===== config.mk =====
export PLATFORM = sky130hd
export DESIGN_NAME = pmic_power_sequencer
export DESIGN_NICKNAME = d
export VERILOG_FILES = /design/src/core/pmic_power_sequencer.v /design/src/core/input_debounce.v
export VERILOG_INCLUDE_DIRS = /design/src /design/src/core
export SDC_FILE = /design/constraint.sdc
export NUM_CORES = 1
export LEC_CHECK = 0
export BUFFER_PORTS_ARGS = -buffer_cell sky130_fd_sc_hd__buf_2
export CORE_MARGIN = 2
export CORE_UTILIZATION = 55
export DETAILED_ROUTE_END_ITERATION = 6
export PLACE_DENSITY = 0.78
export SLEW_MARGIN = 10
export SYNTH_ARGS = -nofsm -noshare
export SYNTH_HDL_FRONTEND = slang
export SYNTH_HIERARCHICAL = 1
export SYNTH_SLANG_ARGS = --single-unit

===== constraint.sdc =====
create_clock -name hclk -period 2.4 [get_ports hclk]
set_input_delay 0.24 -clock hclk [delete_from_list [all_inputs] [get_ports hclk]]
set_output_delay 0.24 -clock hclk [all_outputs]
set_load 0.02 [all_outputs]

===== src/core/power_seq_regs.vh =====
// Register offsets, field positions, reset values and timing counts of the power sequencer
`ifndef POWER_SEQ_REGS_VH
`define POWER_SEQ_REGS_VH

// ==========================================================================
// Register byte offsets
// ==========================================================================
`define REG_CTRL        8'h00
`define REG_STATUS      8'h04
`define REG_IRQ_STATUS  8'h08
`define REG_IRQ_MASK    8'h0c
`define REG_CONFIG      8'h10

// ==========================================================================
// Control fields
// ==========================================================================
`define CTRL_SOFT_OFF   0
`define CTRL_RESET      32'h0000_0000

// ==========================================================================
// Interrupt status and mask fields
// ==========================================================================
`define IRQ_KEY_PRESS   0
`define IRQ_POWER_UP    1
`define IRQ_POWER_DOWN  2
`define IRQ_ABORT       3
`define IRQ_WIDTH       4
`define IRQ_MASK_RESET  4'h0

// ==========================================================================
// Timing (clock 10 MHz, 100 ns)
// ==========================================================================
`define CLK_PERIOD_NS   100
`define RESET_TIME_MS   65
`define RESET_CYCLES    ((`RESET_TIME_MS * 1000000) / `CLK_PERIOD_NS)
`define DEBOUNCE_TIME_MS 300
`define DEBOUNCE_CYCLES ((`DEBOUNCE_TIME_MS * 1000000) / `CLK_PERIOD_NS)
`define DEBOUNCE_WIDTH  24
`define TIMER_WIDTH     24

`endif


===== src/core/pmic_power_sequencer.v =====
// Power-on and power-off sequencer with AHB-Lite registers and interrupt
//
// Operation
// Key low, charger valid, or test starts
// Buck first, digital supply at 90 percent
// 65ms reset timer after digital supply good
// Aux regulators follow own enables once started
// Aux regulators forced off while core off
// Host raises hold before key released
// Core enabled by key OR hold
// Charger supply starts full sequence automatically
// No power-down while charger supply valid
// Test enable high requests startup
// Second key press pulses buffered key output
// Host powers down, drops hold last
// Power-down only with key and hold low; a soft off write also powers down with key or hold high
// Aux regulators off together with buck
// Tx and rx discharge pull-downs at shutdown
// Battery-only key press starts user power-down
// Key debounced before being used
//
// The AHB-Lite register port and the register addresses were left to the implementer.
`timescale 1ns/1ps
`include "power_seq_regs.vh"

module pmic_power_sequencer #(
    parameter [23:0] RESET_CYCLES    = `RESET_CYCLES,
    parameter [23:0] DEBOUNCE_CYCLES = `DEBOUNCE_CYCLES
) (
    // AHB-Lite clock and reset
    input  wire        hclk,
    input  wire        hresetn,
    // AHB-Lite slave
    input  wire        hsel,
    input  wire [7:0]  haddr,
    input  wire [1:0]  htrans,
    input  wire        hwrite,
    input  wire [2:0]  hsize,
    input  wire [31:0] hwdata,
    input  wire        hready,
    output reg  [31:0] hrdata,
    output reg         hreadyout,
    output reg         hresp,
    // Enable pins from host and button
    input  wire        en_key_n,
    input  wire        en_hold,
    input  wire        en_test,
    input  wire        charger_supply_input,
    input  wire [3:0]  aux_enable,
    // Regulator good indications
    input  wire        buck_good,
    input  wire        digital_supply_good,
    // Regulator enables
    output reg         buck_enable,
    output reg         digital_supply_reg,
    output reg         analog_supply_reg,
    output reg         tcxo_supply_reg,
    output reg         tx_supply_reg,
    output reg         rx_supply_reg,
    output reg         tx_discharge,
    output reg         rx_discharge,
    // Host signalling
    output reg         cpu_reset_n,
    output reg         on_key_n,
    output reg         irq
);

// ==========================================================================
// Sequencer states
// ==========================================================================
localparam [2:0] ST_OFF       = 3'd0;  // Core and aux off
localparam [2:0] ST_BUCK      = 3'd1;  // Buck ramping
localparam [2:0] ST_DIGITAL   = 3'd2;  // Digital supply ramping
localparam [2:0] ST_RESET     = 3'd3;  // Reset timer running
localparam [2:0] ST_RUN       = 3'd4;  // System running

// ==========================================================================
// Input conditioning
// ==========================================================================
wire       key_level;       // Debounced key pin, low when pressed
reg  [1:0] hold_sync;       // Hold enable synchroniser
reg  [1:0] test_sync;       // Test enable synchroniser
reg  [1:0] chg_sync;        // Charger valid synchroniser
reg  [1:0] bgood_sync;      // Buck good synchroniser
reg  [1:0] dgood_sync;      // Digital good synchroniser
reg  [3:0] aux_sync_a;      // Aux enable first stage
reg  [3:0] aux_sync_b;      // Aux enable second stage
reg        key_live;        // Debounced key valid

// key debounce filter
input_debounce #(
    .STABLE_CYCLES (DEBOUNCE_CYCLES)
) u_key_debounce (
    .hclk        (hclk),
    .hresetn     (hresetn),
    .pin         (en_key_n),
    .reset_level (1'b1),
    .level       (key_level)
);

// Two flops on every asynchronous pin before use
always @(posedge hclk or negedge hresetn) begin
    if (!hresetn) begin
        hold_sync  <= 2'h0;
        test_sync  <= 2'h0;
        chg_sync   <= 2'h0;
        bgood_sync <= 2'h0;
        dgood_sync <= 2'h0;
        aux_sync_a <= 4'h0;
        aux_sync_b <= 4'h0;
        key_live   <= 1'b0;
    end else begin
        hold_sync  <= {hold_sync[0], en_hold};
        test_sync  <= {test_sync[0], en_test};
        chg_sync   <= {chg_sync[0], charger_supply_input};
        bgood_sync <= {bgood_sync[0], buck_good};
        dgood_sync <= {dgood_sync[0], digital_supply_good};
        aux_sync_a <= aux_enable;
        aux_sync_b <= aux_sync_a;
        key_live   <= 1'b1;
    end
end

// The filter loads its idle level one edge after reset; read before that
// the key would look pressed and start a false power-up
wire key_pressed = key_live & ~key_level;  // Active-high debounced key
wire hold_on     = hold_sync[1];
wire test_on     = test_sync[1];
wire chg_on      = chg_sync[1];

// ==========================================================================
// Registers
// ==========================================================================
reg                   soft_off;     // Software-requested power-down
reg [`IRQ_WIDTH-1:0]  irq_status;   // Sticky events
reg [`IRQ_WIDTH-1:0]  irq_mask;     // Event enables
reg [2:0]             state;        // Sequencer state
reg [2:0]             next_state;   // Next sequencer state
reg [23:0]            timer;        // Reset timer
reg                   key_prev;     // Key level last cycle
reg                   key_armed;    // Key released once since power-up
reg                   on_key_pulse; // One-cycle key event

// Power request: key OR hold, plus charger or test
// core from key OR hold
wire user_request = key_pressed | hold_on;
// three startup sources
// charger starts sequence
// test enable as request
// charger blocks power-down
// down only with key and hold low, or on soft off
wire power_request = (user_request & ~soft_off) | chg_on | test_on;

// ==========================================================================
// Next-state logic
// ==========================================================================
always @* begin
    next_state = state;
    case (state)
        ST_OFF: begin
            if (power_request)
                next_state = ST_BUCK;
        end
        ST_BUCK: begin
            // digital supply waits for buck
            if (!power_request)
                next_state = ST_OFF;
            else if (bgood_sync[1])
                next_state = ST_DIGITAL;
        end
        ST_DIGITAL: begin
            if (!power_request)
                next_state = ST_OFF;
            else if (dgood_sync[1])
                next_state = ST_RESET;
        end
        ST_RESET: begin
            // timer expiry releases reset
            if (!power_request)
                next_state = ST_OFF;
            else if (timer >= RESET_CYCLES - 24'h000001)
                next_state = ST_RUN;
        end
        ST_RUN: begin
            // Charger or test holds the request, so no power-down then
            if (!power_request)
                next_state = ST_OFF;
        end
        default: begin
            next_state = ST_OFF;
        end
    endcase
end

// ==========================================================================
// State, timer and key event tracking
// ==========================================================================
// Key must be released once after power-up before a press counts again,
// so the holding press of startup never raises the interrupt.
always @(posedge hclk or negedge hresetn) begin
    if (!hresetn) begin
        state        <= ST_OFF;
        timer        <= 24'h000000;
        key_prev     <= 1'b0;
        key_armed    <= 1'b0;
        on_key_pulse <= 1'b0;
    end else begin
        state    <= next_state;
        key_prev <= key_pressed;
        // Timer counts only while holding reset
        if (state == ST_RESET && next_state == ST_RESET)
            timer <= timer + 24'h000001;
        else
            timer <= 24'h000000;
        // Arm after release in running state
        if (state != ST_RUN)
            key_armed <= 1'b0;
        else if (!key_pressed)
            key_armed <= 1'b1;
        // second press pulses on_key
        // battery-only press starts power-down
        on_key_pulse <= (state == ST_RUN) & key_armed & key_pressed & ~key_prev;
    end
end

// ==========================================================================
// Regulator and host outputs
// ==========================================================================
wire core_on = (state != ST_OFF);
wire aborted = (state == ST_BUCK || state == ST_DIGITAL || state == ST_RESET)
               && next_state == ST_OFF;

always @(posedge hclk or negedge hresetn) begin
    if (!hresetn) begin
        buck_enable        <= 1'b0;
        digital_supply_reg <= 1'b0;
        analog_supply_reg  <= 1'b0;
        tcxo_supply_reg    <= 1'b0;
        tx_supply_reg      <= 1'b0;
        rx_supply_reg      <= 1'b0;
        tx_discharge       <= 1'b1;
        rx_discharge       <= 1'b1;
        cpu_reset_n        <= 1'b0;
        on_key_n           <= 1'b1;
    end else begin
        // buck first, digital after buck good
        buck_enable        <= (next_state != ST_OFF);
        digital_supply_reg <= (next_state != ST_OFF) && (next_state != ST_BUCK);
        // aux follows own enables
        // aux forced off while core off
        // aux drop with buck
        analog_supply_reg  <= (next_state != ST_OFF) & aux_sync_b[0];
        tcxo_supply_reg    <= (next_state != ST_OFF) & aux_sync_b[1];
        tx_supply_reg      <= (next_state != ST_OFF) & aux_sync_b[2];
        rx_supply_reg      <= (next_state != ST_OFF) & aux_sync_b[3];
        // discharge pull-downs when off
        tx_discharge       <= (next_state == ST_OFF) | ~aux_sync_b[2];
        rx_discharge       <= (next_state == ST_OFF) | ~aux_sync_b[3];
        // reset held until timer expires
        cpu_reset_n        <= (next_state == ST_RUN);
        on_key_n           <= ~on_key_pulse;
    end
end

// ==========================================================================
// AHB-Lite address phase capture
// ==========================================================================
reg       ph_write;   // Pending write
// Reads are answered from the address phase, so no pending read is kept
reg [7:0] ph_addr;    // Pending address

wire ph_take = hsel & hready & htrans[1];

always @(posedge hclk or negedge hresetn) begin
    if (!hresetn) begin
        ph_write  <= 1'b0;
        ph_addr   <= 8'h00;
        hreadyout <= 1'b1;
        hresp     <= 1'b0;
    end else begin
        // Zero wait states, always OKAY
        ph_write  <= ph_take & hwrite;
        if (ph_take)
            ph_addr <= haddr;
        hreadyout <= 1'b1;
        hresp     <= 1'b0;
    end
end

// Read mux decode, unmapped reads zero
function [31:0] read_word;
    input [7:0] addr;
    begin
        case (addr)
            `REG_CTRL:       read_word = {31'h0, soft_off};
            `REG_STATUS:     read_word = {20'h0, aux_sync_b, chg_on, test_on,
                                          hold_on, key_pressed, cpu_reset_n, state};
            `REG_IRQ_STATUS: read_word = {28'h0, irq_status};
            `REG_IRQ_MASK:   read_word = {28'h0, irq_mask};
            `REG_CONFIG:     read_word = {8'h0, RESET_CYCLES};
            default:         read_word = 32'h0000_0000;
        endcase
    end
endfunction

// Read data registered at the address phase so it stands in the data phase
always @(posedge hclk or negedge hresetn) begin
    if (!hresetn)
        hrdata <= 32'h0000_0000;
    else if (ph_take & ~hwrite)
        hrdata <= read_word(haddr);
end

// ==========================================================================
// Software registers and interrupt
// ==========================================================================
wire [`IRQ_WIDTH-1:0] irq_events = {aborted,
                                    core_on & (next_state == ST_OFF) & ~aborted,
                                    (state == ST_RESET) & (next_state == ST_RUN),
                                    on_key_pulse};
wire [`IRQ_WIDTH-1:0] irq_clear = (ph_write && ph_addr == `REG_IRQ_STATUS) ?
                                  hwdata[`IRQ_WIDTH-1:0] : 4'h0;

always @(posedge hclk or negedge hresetn) begin
    if (!hresetn) begin
        soft_off   <= 1'b0;
        irq_status <= 4'h0;
        irq_mask   <= `IRQ_MASK_RESET;
        irq        <= 1'b0;
    end else begin
        // Soft off lets host drop key/hold request; charger and test still win
        if (ph_write && ph_addr == `REG_CTRL)
            soft_off <= hwdata[`CTRL_SOFT_OFF];
        else if (state == ST_OFF)
            soft_off <= 1'b0;
        // A mask bit of one lets its event through to irq
        if (ph_write && ph_addr == `REG_IRQ_MASK)
            irq_mask <= hwdata[`IRQ_WIDTH-1:0];
        // Set wins over write-one-to-clear
        irq_status <= (irq_status & ~irq_clear) | irq_events;
        irq        <= |((irq_status & ~irq_clear | irq_events) & irq_mask);
    end
end

endmodule // pmic_power_sequencer


===== src/core/input_debounce.v =====
// Two-flop synchroniser followed by a stability counter for one input pin
`timescale 1ns/1ps

module input_debounce #(
    parameter [23:0] STABLE_CYCLES = 24'h000010
) (
    // Clock and reset
    input  wire        hclk,
    input  wire        hresetn,
    // Raw pin and filtered level
    input  wire        pin,
    input  wire        reset_level,
    output reg         level
);

// ==========================================================================
// Synchroniser
// ==========================================================================
reg        sync_a;   // First stage, read only by sync_b
reg        sync_b;   // Second stage, safe to use
reg [23:0] count;    // Cycles the new level has held

// Two flops before any logic looks at the pin
always @(posedge hclk or negedge hresetn) begin
    if (!hresetn) begin
        sync_a <= 1'b0;
        sync_b <= 1'b0;
    end else begin
        sync_a <= pin;
        sync_b <= sync_a;
    end
end

// ==========================================================================
// Stability filter
// ==========================================================================
// Reset constant is zero; the idle level is loaded on the first clock
reg started;
always @(posedge hclk or negedge hresetn) begin
    if (!hresetn) begin
        started <= 1'b0;
        level   <= 1'b0;
        count   <= 24'h000000;
    end else if (!started) begin
        // Load idle level after release, not under reset
        started <= 1'b1;
        level   <= reset_level;
        count   <= 24'h000000;
    end else if (sync_b == level) begin
        // No change pending
        count <= 24'h000000;
    end else if (count >= STABLE_CYCLES - 24'h000001) begin
        // Held long enough: accept new level
        level <= sync_b;
        count <= 24'h000000;
    end else begin
        count <= count + 24'h000001;
    end
end

endmodule // input_debounce


[Word level (Yosys, flattened, before mapping)]
Index checks and enable logic that the tools add are counted.
Storage, ports and cells
  logic and storage cells: 128
  bits of input ports: 60
  output and inout port bits: 45
  flip-flop bits (word level): 137
Operators by class
  eq/ne operators: 18
  add/sub/neg operators: 2
  reductions and logical operators: 17
  bitwise operators: 33
  muxes and demuxes: 22
  $lt $le $gt $ge: 2
Operators by type and width (number)
  20-bit one-hot mux with 5 select lines: 1
  24-bit two-way mux: 4
  24-bit by 1-bit adder with 24-bit output (second input constant): 2
  8-bit by 4-bit == test with 1-bit output (second input constant): 4
  24-bit by 20-bit greater-or-equal comparator with 1-bit output (second input constant): 1
  24-bit by 22-bit greater-or-equal comparator with 1-bit output (second input constant): 1
  3-bit two-way mux: 8
  1-bit bitwise AND: 16
  8-bit zero test: 2
  3-bit one-hot mux with 5 select lines: 1
  3-bit by 2-bit == test with 1-bit output (second input constant): 3
  4-bit bitwise AND: 2
  8-bit by 3-bit == test with 1-bit output (second input constant): 1
  8-bit by 5-bit == test with 1-bit output (second input constant): 1
  1-bit NOT: 8
  1-bit two-way mux: 7
  3-bit == test (second input constant): 2
  1-bit logical AND: 6
  3-bit zero test: 2
  3-bit nonzero test: 2
  1-bit OR: 5
  4-bit two-way mux: 1
  2-bit inequality test (second input constant): 2
  4-bit NOT: 1
  other kinds (10): 11

[Logic depth before layout (Yosys ltp)]
Gate-level depths: netlist (run 1).
  depth in word-level cells: 15
  mapped depth: 7
  depth with buffers taken out: 6

[By module]
The synthesis (run 1) kept the hierarchy.
By module, submodules not included
  pmic_power_sequencer: area an instance 3788.6 um^2, sequential area each 2280.9 um^2, instances 1, cells an instance 329
  input_debounce: area an instance 1366.3 um^2, sequential area each 700.7 um^2, instances 1, cells an instance 130

[Least setup slack after synthesis (run 1)]
No wires, ideal clock.
  path type: register to register
  start point: reg u_key_debounce.count[0]
  end point: reg u_key_debounce.count[18]
  required time: 2313 ps
  path slack: 415 ps
  path buffers: 1
  data arrival time: 1898 ps
  library setup time: 87 ps
  period minus slack after synthesis: 1985 ps
  cell stages (with the launch flop): 7
  cells stage by stage: dfrtp_1 > ha_1 > inv_1 > or4_1 > buf_2 > or3_1 > a211oi_2
On the way
  word-level cells in the longest chain between the ends: 4
  elaborated cells on any way between the ends: 5
  classes of those cells: 1 x add/sub; 1 x order compare; 3 x mux
RTL lines
  start: declaration: line input_debounce.v:21  | reg [23:0] count;
  start signal: assignment: line input_debounce.v:57  | count <= count + 24'h000001;
  24-bit by 1-bit adder with 24-bit output or 24-bit by 22-bit greater-or-equal comparator with 1-bit output (tied branches): line input_debounce.v:57, input_debounce.v:52
  24-bit two-way mux *: line input_debounce.v:52  | end else if (count >= STABLE_CYCLES - 24'h000001) begin
  24-bit two-way mux *: line input_debounce.v:49  | end else if (sync_b == level) begin
  24-bit two-way mux *: line input_debounce.v:44  | end else if (!started) begin
Every way passes the cells marked *; elsewhere a longest branch is shown, timed or not.
A chain may end at the register's enable or synchronous reset.

[Worst setup path in the final report (run 1)]
Ends and elaborated chain as after synthesis.

==> results of run 1 <==
-- cell families (layout without fill, tap and decap cells) --
family,after synthesis,in the layout,share of synthesized area
AOI/OAI and AO/OA,61,61,0.08228
DFF,119,119,0.5784
and+or+nand+nor,172,172,0.1850
xor gates and xnor gates,31,31,0.05267
other,4,26,0.002912
adders and majority gates,2,2,0.004854
buffers and inverters,53,137,0.05461
muxes,17,17,0.03932
-- critical path: stages, from the launching register on --
cell and delay [ns]:
sky130_fd_sc_hd__dfrtp_1 0.41, sky130_fd_sc_hd__ha_1 0.28, sky130_fd_sc_hd__inv_1 0.11, sky130_fd_sc_hd__or4_1 0.67
sky130_fd_sc_hd__or3_1 0.41, sky130_fd_sc_hd__a211oi_2 0.22
-- worst paths after layout --
kind | slack [ns] | end
worst max-delay path | 0.21 | u_key_debounce/count[18]
worst min-delay path | 0.03 | ph_addr[4]
worst max register to register | 0.21 | u_key_debounce/count[18]
worst min register to register | 0.35 | aux_sync_b[3]
max in group asynchronous | 1.43 | u_key_debounce/count[5]
min in group asynchronous | 0.24 | irq_mask[3]
-- cell usage in the layout (no fill, tap or decap), types with 18 or more instances in the layout --
master / n
sky130_fd_sc_hd__buf_2: 54
sky130_fd_sc_hd__conb_1: 26
sky130_fd_sc_hd__dfrtp_1: 116
sky130_fd_sc_hd__dlygate4sd3_1: 21
sky130_fd_sc_hd__inv_1: 18
sky130_fd_sc_hd__nand2_1: 35
sky130_fd_sc_hd__nor2_1: 34
sky130_fd_sc_hd__nor3_1: 22
sky130_fd_sc_hd__o21ai_0: 22
-- area by class of cell --
class	count	area (µm²)	share of cell area
Sequential cell	119	2982	0.4694
Clock inverter	13	171.4	0.02698
Timing Repair Buffer	86	575.6	0.09060
Multi-Input combinational cell	309	1982	0.3120
Inverter	19	71.32	0.01123
Tap cell	111	138.9	0.02186
Clock buffer	19	431.7	0.06795
-- power breakdown --
group          switching (mW)  total [mW]  leakage, nW  internal, mW
combinational           0.320       0.518        0.983         0.198
sequential              0.122        2.27         1.53          2.14
clock                   0.913        2.53        0.289          1.62
-- per-stage QoR --
| step | util | cells | worst slack (ns) | cell area, µm² | total power [mW] |
|---|---|---|---|---|---|
| global route | 0.6941 | 676 | 0.09220 | 6352 | 5.535 |
| CTS | 0.6941 | 676 | 0.2436 | 6352 | 5.351 |
| detailed placement | 0.6052 | 623 | 0.2367 | 5539 | 2.776 |
| global placement | 0.6052 | 623 | 0.3104 | 5539 | 2.759 |
| floorplan | - | 481 | 0.4151 | 5238 | 2.609 |
| finish | 0.6941 | 676 | 0.2143 | 6352 | 5.316 |
-- synthesized netlist by cell type, drive strengths merged, types with 3 or more instances --
library cell,n
a211oi,6
a21oi,11
a22oi,3
and3,4
and4,4
buf,25
clkbuf,9
conb,4
dfrtp,116
dfstp,3
inv,19
mux2,16
nand2,36
nand2b,3
nand3,17
nand4,15
nor2,34
nor3,23
nor4,11
nor4b,3
o21ai,22
o31ai,3
or3,8
or4,3
xnor2,16
xor2,15
-- metal layers --
layer	GRT usage	vias up
met4	0.08430	0
li1	-	1764
met1	0.2883	1855
met2	0.3877	105
met3	0.08322	23
met5	0	-
==> results by stage, run 1 <==
Run status:
- The run finished with clean final reports.

Worst setup path:
- The worst setup path is captured at a flip-flop.
- The critical path is of the reg2reg type.
- The worst setup path is launched from a flip-flop.
- The startpoint identified for the worst register-to-register timing path is u_key_debounce/count[0].
- The endpoint required time on the critical path is 2.83 ns.
- Along the worst path, the maximum fanout reaches 7.
- The number of cells on the worst reg-to-reg path is 5.
- The data arrival time of the critical path is 2.62 ns.
- In this run the worst setup path begins at u_key_debounce/count[0].

Synth:
- The share of flip-flops with an asynchronous set or reset is 1.000.
- After synthesis the cells add up to roughly 5200 µm².
- The number of synthesized flops with an enable pin is 0.
- The synthesized design spends more area on one cell type than any other, namely sky130_fd_sc_hd__dfrtp_1.
- In this run, distinct cell masters in the synthesized netlist total 64.
- The area share of the leading cell type in the synthesized netlist is 0.5631.
- Yosys attributes the largest share of cell area to sky130_fd_sc_hd__dfrtp_1, sky130_fd_sc_hd__mux2_2, sky130_fd_sc_hd__buf_4.
- The post-synthesis cell count is 459.
- Synthesis inferred 119 register bits.
- The most used flip-flop cell after synthesis is sky130_fd_sc_hd__dfrtp_1.
- The warning count from the yosys run is 6.
- The mean cell area of the mapped netlist is 11.23 µm².
- The portion of the post-synthesis area used by sequential elements is 0.5784.

Clock tree:
- Gates resized during post-CTS repair numbered 0.
- The clock transition at the registers of the reported paths is roughly 0.060 ns.
- The tree is rooted in a sky130_fd_sc_hd__clkbuf_8.
- CTS saw around 120 sinks.
- The CTS buffer count is 17.
- For the worst-skew pair, the clock arrives at the later sink with an insertion delay of 0.52 ns.
- The hold-fix buffer count after cts is 21.
- The maximum root-to-sink buffer count is 2.
- The H-tree was split into 4 levels.
- The number of buffers inserted by post-CTS setup repair is 0.
- TritonCTS built the clock tree.

Route:
- For this run, design rule violations remaining after detail routing come to 0.
- The total wirelength of the detailed-routed design is about 11000 µm.
- The average wire per standard cell is 16.11 µm.
- The DRC violation total after the first TritonRoute iteration is 223.
- The number of vias in the routed layout is 3747.
- The count of nets left with antenna violations once routing finished came out at 0.
- The routed design uses between 500 and 600 µm of met3 wire.
- Summed over all nets, wire length on met2 after detailed routing comes to 5625 µm.
- The routed length on met1 is 4508 µm.
- The count of TritonRoute iterations in the first routing pass is 4.
- Using the TritonRoute via totals, the vias-per-cell ratio works out to 5.543.
- The highest metal layer carrying signal wires in the routed design is met4.

GRT:
- Entering global routing, the biggest net connects 70 pins.
- Global routing finished with a remaining overflow of 0.
- The number of global-route vias before repair is 3830.
- The number of antenna violations at the first check in global routing came to 0.
- For this run, the total global-route usage over all layers was measured as 0.2356.
- The first global-routing pass estimated 18250 µm of wire.

Worst hold path:
- The worst hold path begins at haddr[4].
- The hold-critical path depth is 2.
- The min-delay analysis places its worst path in the category in2reg.

STA:
- At the pin with the least slew margin, the transition time is 0.7425 ns.
- The highest attainable clock frequency is 0.4575 GHz.
- The final-report hold violation count came to 0.
- Setup repair after global routing left no endpoint under its margin.
- Setup violations remaining at the end of the flow were counted as 0.
- The count of final max-slew check failures is 0.
- Setup total negative slack on the finished layout was measured at 0 ns.
- The final period utilization is 0.9107.
- The headroom to the max-slew limit is 0.5050.
- The tightest hold path in the finished design has a slack of 0.02808 ns.
- The shortest period the worst path allows is 2.186 ns.
- The final clock skew is 0.01043 ns.

Final layout:
- The net count reported at finish is 614.
- In the final layout, the registers with the most flip-flops are timer (24), u_key_debounce/count (24), hrdata (13).
- The area overhead of the layout relative to synthesis is 23.23%.
- The layout cell share with drive strength beyond 1 is 0.2336.
- The filler cell count is around 650.
- The repair_antennas step left the layout with diodes totalling 0.

Die:
- The floorplan step set the die width to approximately 100 µm.
- In this run the core area contains 35 standard-cell rows.
- The floorplan step defined a core boundary enclosing 9153 µm².
- The die span in y is between 100 and 150 µm.
- The die covers approximately 10000 µm².
- The starting density of the core is 0.5632.
- The number of top-level pins is between 100 and 150.

Power:
- Summed over all cells, the static leakage comes to approximately 2.8 nW.
- The total power density per cell area is 836.9 nW/µm².
- The maximum ir drop on the vdd rail is just under 0.7 mV.

Placement:
- The global placer's final weighted congestion is 0.8456.
- The half-perimeter wire length of the detailed placement result is 7041 µm.
- The total of buffers placed on input and output ports is 55.

Job:
- The number of max-capacitance violations reported is 0.
Power figures use the tool's default switching activity.
==> run 2: changes to the inputs <==
--- a/config.mk
+++ b/config.mk
@@ -7,10 +7,13 @@
 export NUM_CORES = 1
 export LEC_CHECK = 0
 export BUFFER_PORTS_ARGS = -buffer_cell sky130_fd_sc_hd__buf_2
+export CELL_PAD_IN_SITES_DETAIL_PLACEMENT = 1
+export CELL_PAD_IN_SITES_GLOBAL_PLACEMENT = 1
 export CORE_MARGIN = 2
-export CORE_UTILIZATION = 55
+export CORE_UTILIZATION = 44
+export CTS_BUF_LIST = sky130_fd_sc_hd__clkbuf_8
 export DETAILED_ROUTE_END_ITERATION = 6
-export PLACE_DENSITY = 0.78
+export PLACE_DENSITY = 0.79
 export SLEW_MARGIN = 10
 export SYNTH_ARGS = -nofsm -noshare
 export SYNTH_HDL_FRONTEND = slang
==> run 2 against run 1 <==
  * Register-to-register slack worse by 0.04 ns
  * Largest power group is now sequential cells
  * Final cell count up 3.1%
  * Global-route usage down 3.6 points
  * Critical path type unchanged
  * First-iteration DRC count down 28%
  * Non-clock buffer count down 11
  * Worst hold slack better by 0.024 ns
  * Total power down 11%
  * Worst setup slack worse by 0.038 ns
  * Sequential power about the same
  * Highest routed layer unchanged
==> results by stage, run 2 (synthesized netlist as in run 1, its figures left out) <==
Run status:
- The flow ran to the end, and the final reports show no timing, DRC or antenna violations.

Placement:
- The total of buffers placed on input and output ports was 55 (unchanged).
- The global placer's final weighted congestion is 0.7673 (-9.3%).
- The half-perimeter wire length of the detailed placement result was 8028 µm (+14%).
- The total instance count after detailed placement is 654 (+5.0%).

Clock tree:
- The maximum level of the CTS H-tree is 4 (unchanged).
- In this run the clock root is driven by a sky130_fd_sc_hd__clkbuf_8.
- The number of sinks on the clock net is 119 (unchanged).
- The clock transition at the registers of the reported paths was 0.07 ns (about the same).
- The number of buffers inserted by post-CTS setup repair is 0 (unchanged).
- TritonCTS built the clock tree.
- The maximum root-to-sink buffer count was 2 (unchanged).
- The CTS buffer count is 17 (unchanged).
- The later-pin clock latency in the skew report came to 0.44 ns (-0.08 ns).

Die:
- The die span in x was 112.2 µm (+11%).
- The starting density of the core is 0.4515 (-0.1118).
- The die span in y is 112.2 µm (+11%).
- The number of top-level pins is 105 (unchanged).
- The total number of placement rows is 39 (+11%).
- The die area was 12600 µm² (+24%).
- The core region area is 11420 µm² (+25%).

STA:
- The final setup TNS was 0 ns (unchanged).
- The final clock skew is 0.01589 ns (+0.005459 ns).
- The final period utilization was 0.9267 (+0.01599).
- The count of final max-slew check failures is 0 (unchanged).
- The final-report hold violation count came to 0 (unchanged).
- Setup repair after global routing left no endpoint under its margin.
- The highest attainable clock frequency came to 0.4496 GHz (-1.7%).
- The worst hold slack is 0.05180 ns (+0.02372 ns).
- The number of setup violations in the final report is 0 (unchanged).
- The headroom to the max-slew limit was 0.5764 (+0.07140).
- The shortest period the worst path allows is 2.224 ns (+0.03838 ns).
- The slew at the pin with the worst max-slew slack is 0.6354 ns (-0.1071 ns).

GRT:
- The first-pass GRT wire length is 19810 µm (+8.5%).
- The maximum number of pins on one net before global-route repair is 120 (+71%).
- The number of antenna violations at the first check in global routing came to 0 (unchanged).
- The number of global-route vias before repair came to 3972 (+3.7%).
- The all-layer global routing usage was 0.1996 (-0.03601).
- The remaining global-route overflow is 0 (unchanged).

Route:
- The vias per cell was 5.359 (-3.3%).
- The average wire per standard cell is 16.81 µm (+4.4%).
- The DRC violation total after the first TritonRoute iteration is 161 (-28%).
- The remaining routing DRC violations is 0 (unchanged).
- The total wirelength of the detailed-routed design came to 11720 µm (+7.6%).
- The number of vias in the routed layout is 3735 (-0.32%).
- The number of routed nets with antenna violations is 0 (unchanged).
- The count of TritonRoute iterations in the first routing pass is 4 (unchanged).

Power:
- The maximum ir drop on the vdd rail came to 0.5977 mV (-12%).
- The leakage component of the power was 2.697 nW (-3.9%).
- The total power density per cell area is 773.8 nW/µm² (-7.5%).

Worst setup path:
- The delay of the slowest cell on the worst path is 0.67 ns (about the same).
- The peak fanout along the critical path came to 7 (unchanged).
- The worst setup path is of the reg2reg kind.
- The nature of the critical path startpoint is a flip-flop.
- The data arrival time of the critical path is 2.57 ns (-0.05 ns).
- The slowest stage of the critical path belongs to the cell sky130_fd_sc_hd__or4_1.
- The number of cells on the worst reg-to-reg path is 5 (unchanged).
- The type of element capturing the critical path is a flip-flop.
- Traced cell by cell, the critical path runs through ha_2 > inv_1 > or4_1 > or3_1 > a211oi_2.
- The endpoint required time on the critical path is 2.74 ns (-0.09 ns).

Final layout:
- Leaving out fill and tap cells, the most frequent cell in the layout is sky130_fd_sc_hd__dfrtp_1.
- In the layout the commonest cells are sky130_fd_sc_hd__dfrtp_1, sky130_fd_sc_hd__buf_2, sky130_fd_sc_hd__nand2_1.
- The largest registers in the layout are timer (24), u_key_debounce/count (24), hrdata (13).
- The number of antenna diodes came to 0 (unchanged).
- The net count reported at finish is 603 (-1.8%).
- The area overhead of the layout relative to synthesis is 18.52%.
- The filler cell count is 1232 (+90%).
- The count of non-filler cells in the finished layout came to 697 (+3.1%).
- The layout cell share with drive strength beyond 1 is 0.2347 (+0.001029).

Worst hold path:
- The hold-critical path depth is 2 (unchanged).
- The class of the tightest hold or removal check is in2reg.

Job:
- The number of max-capacitance violations reported was 0 (unchanged).
==> run 2: routing by layer <==
| layer | GRT usage | share of wire | vias to the layer above |
|---|---|---|---|
| met5 | 0 | 0 | - |
| met4 | 0.05447 | 0.0090 | 0 |
| met3 | 0.06965 | 0.033 | 9 |
| met2 | 0.3386 | 0.53 | 59 |
| met1 | 0.2437 | 0.43 | 1932 |
| li1 | - | - | 1735 |
==> run 2: worst paths after layout <==
| check | startpoint | end | slack (ns) |
|---|---|---|---|
| worst min-delay path | haddr[7] | ph_addr[7] | 0.05 |
| worst min register to register | aux_sync_a[0] | aux_sync_b[0] | 0.36 |
| min in group asynchronous | hresetn | irq_mask[3] | 0.41 |
| worst max register to register | u_key_debounce/count[0] | u_key_debounce/count[18] | 0.18 |
| worst max-delay path | u_key_debounce/count[0] | u_key_debounce/count[18] | 0.18 |
| max in group asynchronous | hresetn | chg_sync[0] | 1.49 |
==> run 2: timing repair <==
action / in CTS / in global routing
resized for setup: 0 / 1
setup endpoints to repair: 0 / 1
hold buffers: 11 / 0
hold endpoints to repair: 126 / 0
==> run 2: power by group <==
part,total (mW),internal (mW),leakage [nW],switching [mW]
logic,0.512,0.187,0.935,0.325
registers,2.27,2.14,1.53,0.129
clock network,1.94,1.17,0.229,0.778
total,4.73,3.49,2.70,1.23
==> run 2: final cells by class <==
cell class | count | area, µm² | area share
timing repair buffer | 75 | 467.9 | 0.07659
clock inverter | 13 | 163.9 | 0.02683
multi-input combinational | 309 | 1984 | 0.3248
tap | 143 | 178.9 | 0.02929
inverter | 19 | 71.32 | 0.01167
sequential | 119 | 2982 | 0.4880
clock buffer | 19 | 261.5 | 0.04280
==> run 2: worst max-delay path, delay by kind of cell, from the launching register on <==
family	cells	cell delay, ns
AND/OR/NAND/NOR	2	1.08
flip-flops	1	0.44
adder cells (fa/ha/maj)	1	0.27
AO/OA/AOI/OAI	1	0.24
buffers and inverters	1	0.10
==> run 2: through the flow <==
step | instance area (µm²) | power [mW] | utilization | worst slack (ns)
floorplan | 5238 | 2.609 | - | 0.4151
global placement | 5572 | 2.772 | 0.4879 | 0.2954
detailed placement | 5572 | 2.803 | 0.4879 | 0.1698
CTS | 6107 | 4.787 | 0.5348 | 0.1290
global route | 6110 | 4.946 | 0.5351 | 0.05857
finish | 6110 | 4.728 | 0.5351 | 0.1759
==> run 3: changes to the inputs <==
--- a/config.mk
+++ b/config.mk
@@ -13,9 +13,8 @@
 export CORE_UTILIZATION = 44
 export CTS_BUF_LIST = sky130_fd_sc_hd__clkbuf_8
 export DETAILED_ROUTE_END_ITERATION = 6
-export PLACE_DENSITY = 0.79
+export PLACE_DENSITY = 0.8
 export SLEW_MARGIN = 10
 export SYNTH_ARGS = -nofsm -noshare
 export SYNTH_HDL_FRONTEND = slang
-export SYNTH_HIERARCHICAL = 1
 export SYNTH_SLANG_ARGS = --single-unit
==> run 3 against run 2 <==
  * Sequential cell count down 1
  * Critical path depth unchanged
  * Critical endpoint is now irq
  * Total power decreased by 4.0%
  * Sequential power is 3% lower
  * Register-to-register slack improved by 0.11 ns
==> results by stage, run 3 <==
STA:
- The slew at the pin with the worst max-slew slack is 0.9300 ns (+0.2946 ns).
- The shortest period the worst path allows was 2.116 ns (-0.1082 ns).
- The highest attainable clock frequency is 0.4726 GHz (+5.1%).
- The number of setup violations in the final report came to 0 (unchanged).
- The headroom to the max-slew limit is 0.3743 (-0.2021).
- The final worst setup slack is 0.2841 ns (+0.1082 ns).
- The final setup TNS is 0 ns (unchanged).
- The final clock skew is 0.01031 ns (-0.005583 ns).
- Setup repair after global routing left no endpoint under its margin.
- The count of final max-slew check failures is 0 (unchanged).
- The final period utilization was 0.8816 (-0.04508).
- The final-report hold violation count is 0 (unchanged).

Synth:
- The dominant register cell in the synthesized netlist is sky130_fd_sc_hd__dfrtp_1.
- The post-synthesis sequential element count is 118 (-0.84%).
- The number of synthesized flops with an enable pin came to 0 (unchanged).
- The XOR/XNOR share of the synthesized area is 0.06756 (+0.01489).
- The most used standard cell by instance count after synthesis is sky130_fd_sc_hd__dfrtp_1.
- The share of synthesized cell area in full adder, half adder and majority cells is 0.005080 (+0.0002256).
- The count of cell types in the netlist is 49 (-23%).
- The netlist area before placement was 4926 µm² (-4.4%).
- Yosys attributes the largest share of cell area to sky130_fd_sc_hd__dfrtp_1, sky130_fd_sc_hd__xor2_1, sky130_fd_sc_hd__nor2_1.
- The largest family of logic cells by synthesized area is simple AND/OR/NAND/NOR gates.
- Summed over all instances, the cell type with the most area after synthesis is sky130_fd_sc_hd__dfrtp_1.
- The commonest cells after synthesis are sky130_fd_sc_hd__dfrtp_1, sky130_fd_sc_hd__nor2_1, sky130_fd_sc_hd__nand2_1.
- The area fraction in compound gates after synthesis came to 0.06604 (-0.01624).
- The area share of the leading cell type in the synthesized netlist is 0.5842 (+0.02109).
- The portion of the post-synthesis area used by sequential elements is 0.6002 (+0.02181).
- The warning count from the yosys run came to 0 (-6).
- The mean cell area of the mapped netlist came to 11.09 µm² (-1.2%).
- The share of flip-flops with an asynchronous set or reset is 1.000 (unchanged).
- The post-synthesis cell count came to 444 (-3.3%).
- The multiplexer fraction of the synthesized cell area is 0.03886 (-0.0004583).
- The area share of and/or/nand/nor cells after synthesis is 0.1671 (-0.01782).

Placement:
- The total instance count after detailed placement is 637 (-2.6%).
- The post-placement worst setup slack is 0.3101 ns (+0.1403 ns).
- The half-perimeter wire length of the detailed placement result came to 7097 µm (-12%).
- The global placer's final weighted congestion is 0.7669 (about the same).
- The total of buffers placed on input and output ports is 55 (unchanged).

Worst setup path:
- The endpoint required time on the critical path is 2.71 ns (-0.03 ns).
- The critical path in this run is classified as reg2reg.
- The nature of the critical path startpoint is a flip-flop.
- STA classifies the critical path endpoint as a flip-flop.
- The data arrival time of the critical path is 2.42 ns (-0.15 ns).
- The peak fanout along the critical path is 3 (-4).

Final layout:
- The top cell types in the final layout, fill and taps aside, are sky130_fd_sc_hd__dfrtp_1, sky130_fd_sc_hd__buf_2, sky130_fd_sc_hd__nor2_1.
- The number of antenna diodes is 0 (unchanged).
- The leading cell type in the layout, fill and taps excluded is sky130_fd_sc_hd__dfrtp_1.
- In the final layout, the registers with the most flip-flops are timer (24), u_key_debounce.count (24), hrdata (13).
- The area overhead of the layout relative to synthesis is 18.82%.
- The filler cell count was 1204 (-2.3%).
- The net count reported at finish was 589 (-2.3%).
- The count of non-filler cells in the finished layout is 680 (-2.4%).
- The layout cell share with drive strength beyond 1 is 0.2185 (-0.01614).

Route:
- The average wire per standard cell is 15.93 µm (-5.2%).
- The number of routed nets with antenna violations is 0 (unchanged).
- The vias per cell was 5.157 (-3.8%).
- The total wirelength of the detailed-routed design is 10830 µm (-7.5%).
- The DRC violation total after the first TritonRoute iteration is 112 (-30%).
- The number of vias in the routed layout is 3507 (-6.1%).
- The remaining routing DRC violations came to 0 (unchanged).
- The count of TritonRoute iterations in the first routing pass was 4 (unchanged).

Clock tree:
- The number of sinks on the clock net is 118 (-0.84%).
- TritonCTS built the clock tree.
- CTS placed an instance of sky130_fd_sc_hd__clkbuf_8 at the clock tree root.
- The hold-fix buffer count after cts is 11 (unchanged).
- The CTS buffer count is 17 (unchanged).
- The maximum root-to-sink buffer count is 2 (unchanged).
- The number of buffers inserted by post-CTS setup repair came to 0 (unchanged).
- The later-pin clock latency in the skew report was 0.44 ns (about the same).
- The number of gates resized after CTS is 0 (unchanged).
- The clock transition at the registers of the reported paths is 0.07 ns (about the same).
- The maximum level of the CTS H-tree is 4 (unchanged).

Power:
- The clock network fraction of total power is 0.406 (-0.005).
- The net switching fraction of the power is 0.2835 (+0.02277).
- The cell internal power dissipation was 3.253 mW (-6.9%).
- The combinational cell fraction of total power is 0.107 (about the same).
- The net switching component of the power is 1.287 mW (+4.4%).
- The maximum ir drop on the vdd rail is 0.3664 mV (-39%).
- The total power density per cell area is 775.6 nW/µm² (+0.24%).
- The leakage component of the power was 2.687 nW (-0.38%).
- The total chip power came to 4.540 mW (-4.0%).
- The proportion of power drawn by flip-flops and latches is 0.487 (+0.006).

Job:
- The number of max-capacitance violations reported came to 0 (unchanged).

Die:
- The die span in x is 109.8 µm (-2.2%).
- The number of top-level pins is 105 (unchanged).
- The die span in y came to 109.8 µm (-2.2%).
- The total number of placement rows was 38 (-2.6%).
- The starting density of the core came to 0.4524 (+0.0009673).
- The core region area is 10890 µm² (-4.6%).
- The die area is 12060 µm² (-4.3%).

Worst hold path:
- In this run the worst hold path is classified as in2reg.

GRT:
- The number of global-route vias before repair came to 3787 (-4.7%).
- The remaining global-route overflow was 0 (unchanged).
- The first-pass GRT wire length came to 18000 µm (-9.2%).
- The all-layer global routing usage is 0.1971 (-0.002547).
- The number of antenna violations at the first check in global routing is 0 (unchanged).
- The maximum number of pins on one net before global-route repair is 78 (-35%).

Run status:
- The run finished with clean final reports.
-- run 3: cell count changes in the layout (fill, tap and decap cells not counted), moves of 5 or more --
| cell | previous run | this run |
|---|---|---|
| sky130_fd_sc_hd__nor2_1 | 34 | 53 |
| sky130_fd_sc_hd__o21ai_1 | 0 | 9 |
| sky130_fd_sc_hd__a211oi_1 | 5 | 0 |
| sky130_fd_sc_hd__nand2_1 | 35 | 44 |
| sky130_fd_sc_hd__inv_1 | 21 | 16 |
| sky130_fd_sc_hd__a21oi_1 | 11 | 6 |
| sky130_fd_sc_hd__nor4_1 | 10 | 5 |
| sky130_fd_sc_hd__xnor2_1 | 16 | 11 |
| sky130_fd_sc_hd__or3_1 | 8 | 2 |
| sky130_fd_sc_hd__nor3_1 | 22 | 5 |
| sky130_fd_sc_hd__o21ai_0 | 22 | 11 |
| sky130_fd_sc_hd__and3_1 | 4 | 10 |
| sky130_fd_sc_hd__xor2_1 | 15 | 27 |
-- run 3: cell type report --
| class | instances | area (µm²) | area share |
|---|---|---|---|
| inverters | 16 | 60.06 | 0.01026 |
| clock inverters | 15 | 171.4 | 0.02929 |
| well taps | 140 | 175.2 | 0.02993 |
| multi-input cells | 299 | 1788 | 0.3055 |
| repair buffers | 75 | 467.9 | 0.07995 |
| flip-flops and latches | 118 | 2957 | 0.5051 |
| clock buffers | 17 | 234.0 | 0.03997 |
-- run 3: path summary, 6_finish.rpt --
check                           depth (start not counted)             to  slack, ns     startpoint
worst min register to register                          0  aux_sync_b[2]       0.34  aux_sync_a[2]
worst min-delay path                                    3       ph_write       0.06         hwrite
worst max-delay path                                    5            irq       0.28     ph_addr[1]
worst max register to register                          5            irq       0.28     ph_addr[1]
min in group asynchronous                               2     ph_addr[5]       0.35        hresetn
max in group asynchronous                               3   tx_discharge       1.20        hresetn
-- run 3: cells by family after synthesis --
kind of cell             count (synthesis)
multiplexers                            16
XOR/XNOR                                38
other                                    2
buffers and inverters                   49
flip-flops                             118
AND/OR/NAND/NOR                        169
AO/OA/AOI/OAI                           50
adder cells (fa/ha/maj)                  2
-- run 3: layer usage --
layer	track usage	vias to the layer above	routed length [µm]
met2	0.3444	72	5578
met4	0.07685	0	165
met1	0.2299	1776	4659
met3	0.05216	16	431
met5	0	-	0
li1	-	1643	-
-- run 3: power groups by stage --
stage	sequential [mW]	clock [mW]	combinational [mW]
6_report	2.21	1.84	0.487
5_1_grt	2.23	1.99	0.544
4_1_cts	2.21	1.89	0.491
3_5_place_dp	2.25	0	0.475
3_3_place_gp	2.24	0	0.460
2_1_floorplan	2.29	0	0.257
-- run 3: metrics by stage --
| step | utilization | cell area, µm² | hold WS [ns] |
|---|---|---|---|
| 6_report | 0.5376 | 5853 | 0.05528 |
| 5_1_grt | 0.5376 | 5853 | 0.03071 |
| 4_1_cts | 0.5376 | 5853 | 0.02669 |
| 3_5_place_dp | 0.4902 | 5338 | 0.2692 |
| 3_3_place_gp | 0.4902 | 5338 | 0.2590 |
| 2_1_floorplan | - | 5009 | -0.05559 |
-- run 3: worst max-delay path: stages, from the launching register on --
cell	delay, ns
sky130_fd_sc_hd__dfrtp_1	0.40
sky130_fd_sc_hd__nor4b_1	0.47
sky130_fd_sc_hd__nand3_1	0.22
sky130_fd_sc_hd__a221o_1	0.36
sky130_fd_sc_hd__a22o_1	0.25
sky130_fd_sc_hd__a221o_1	0.28
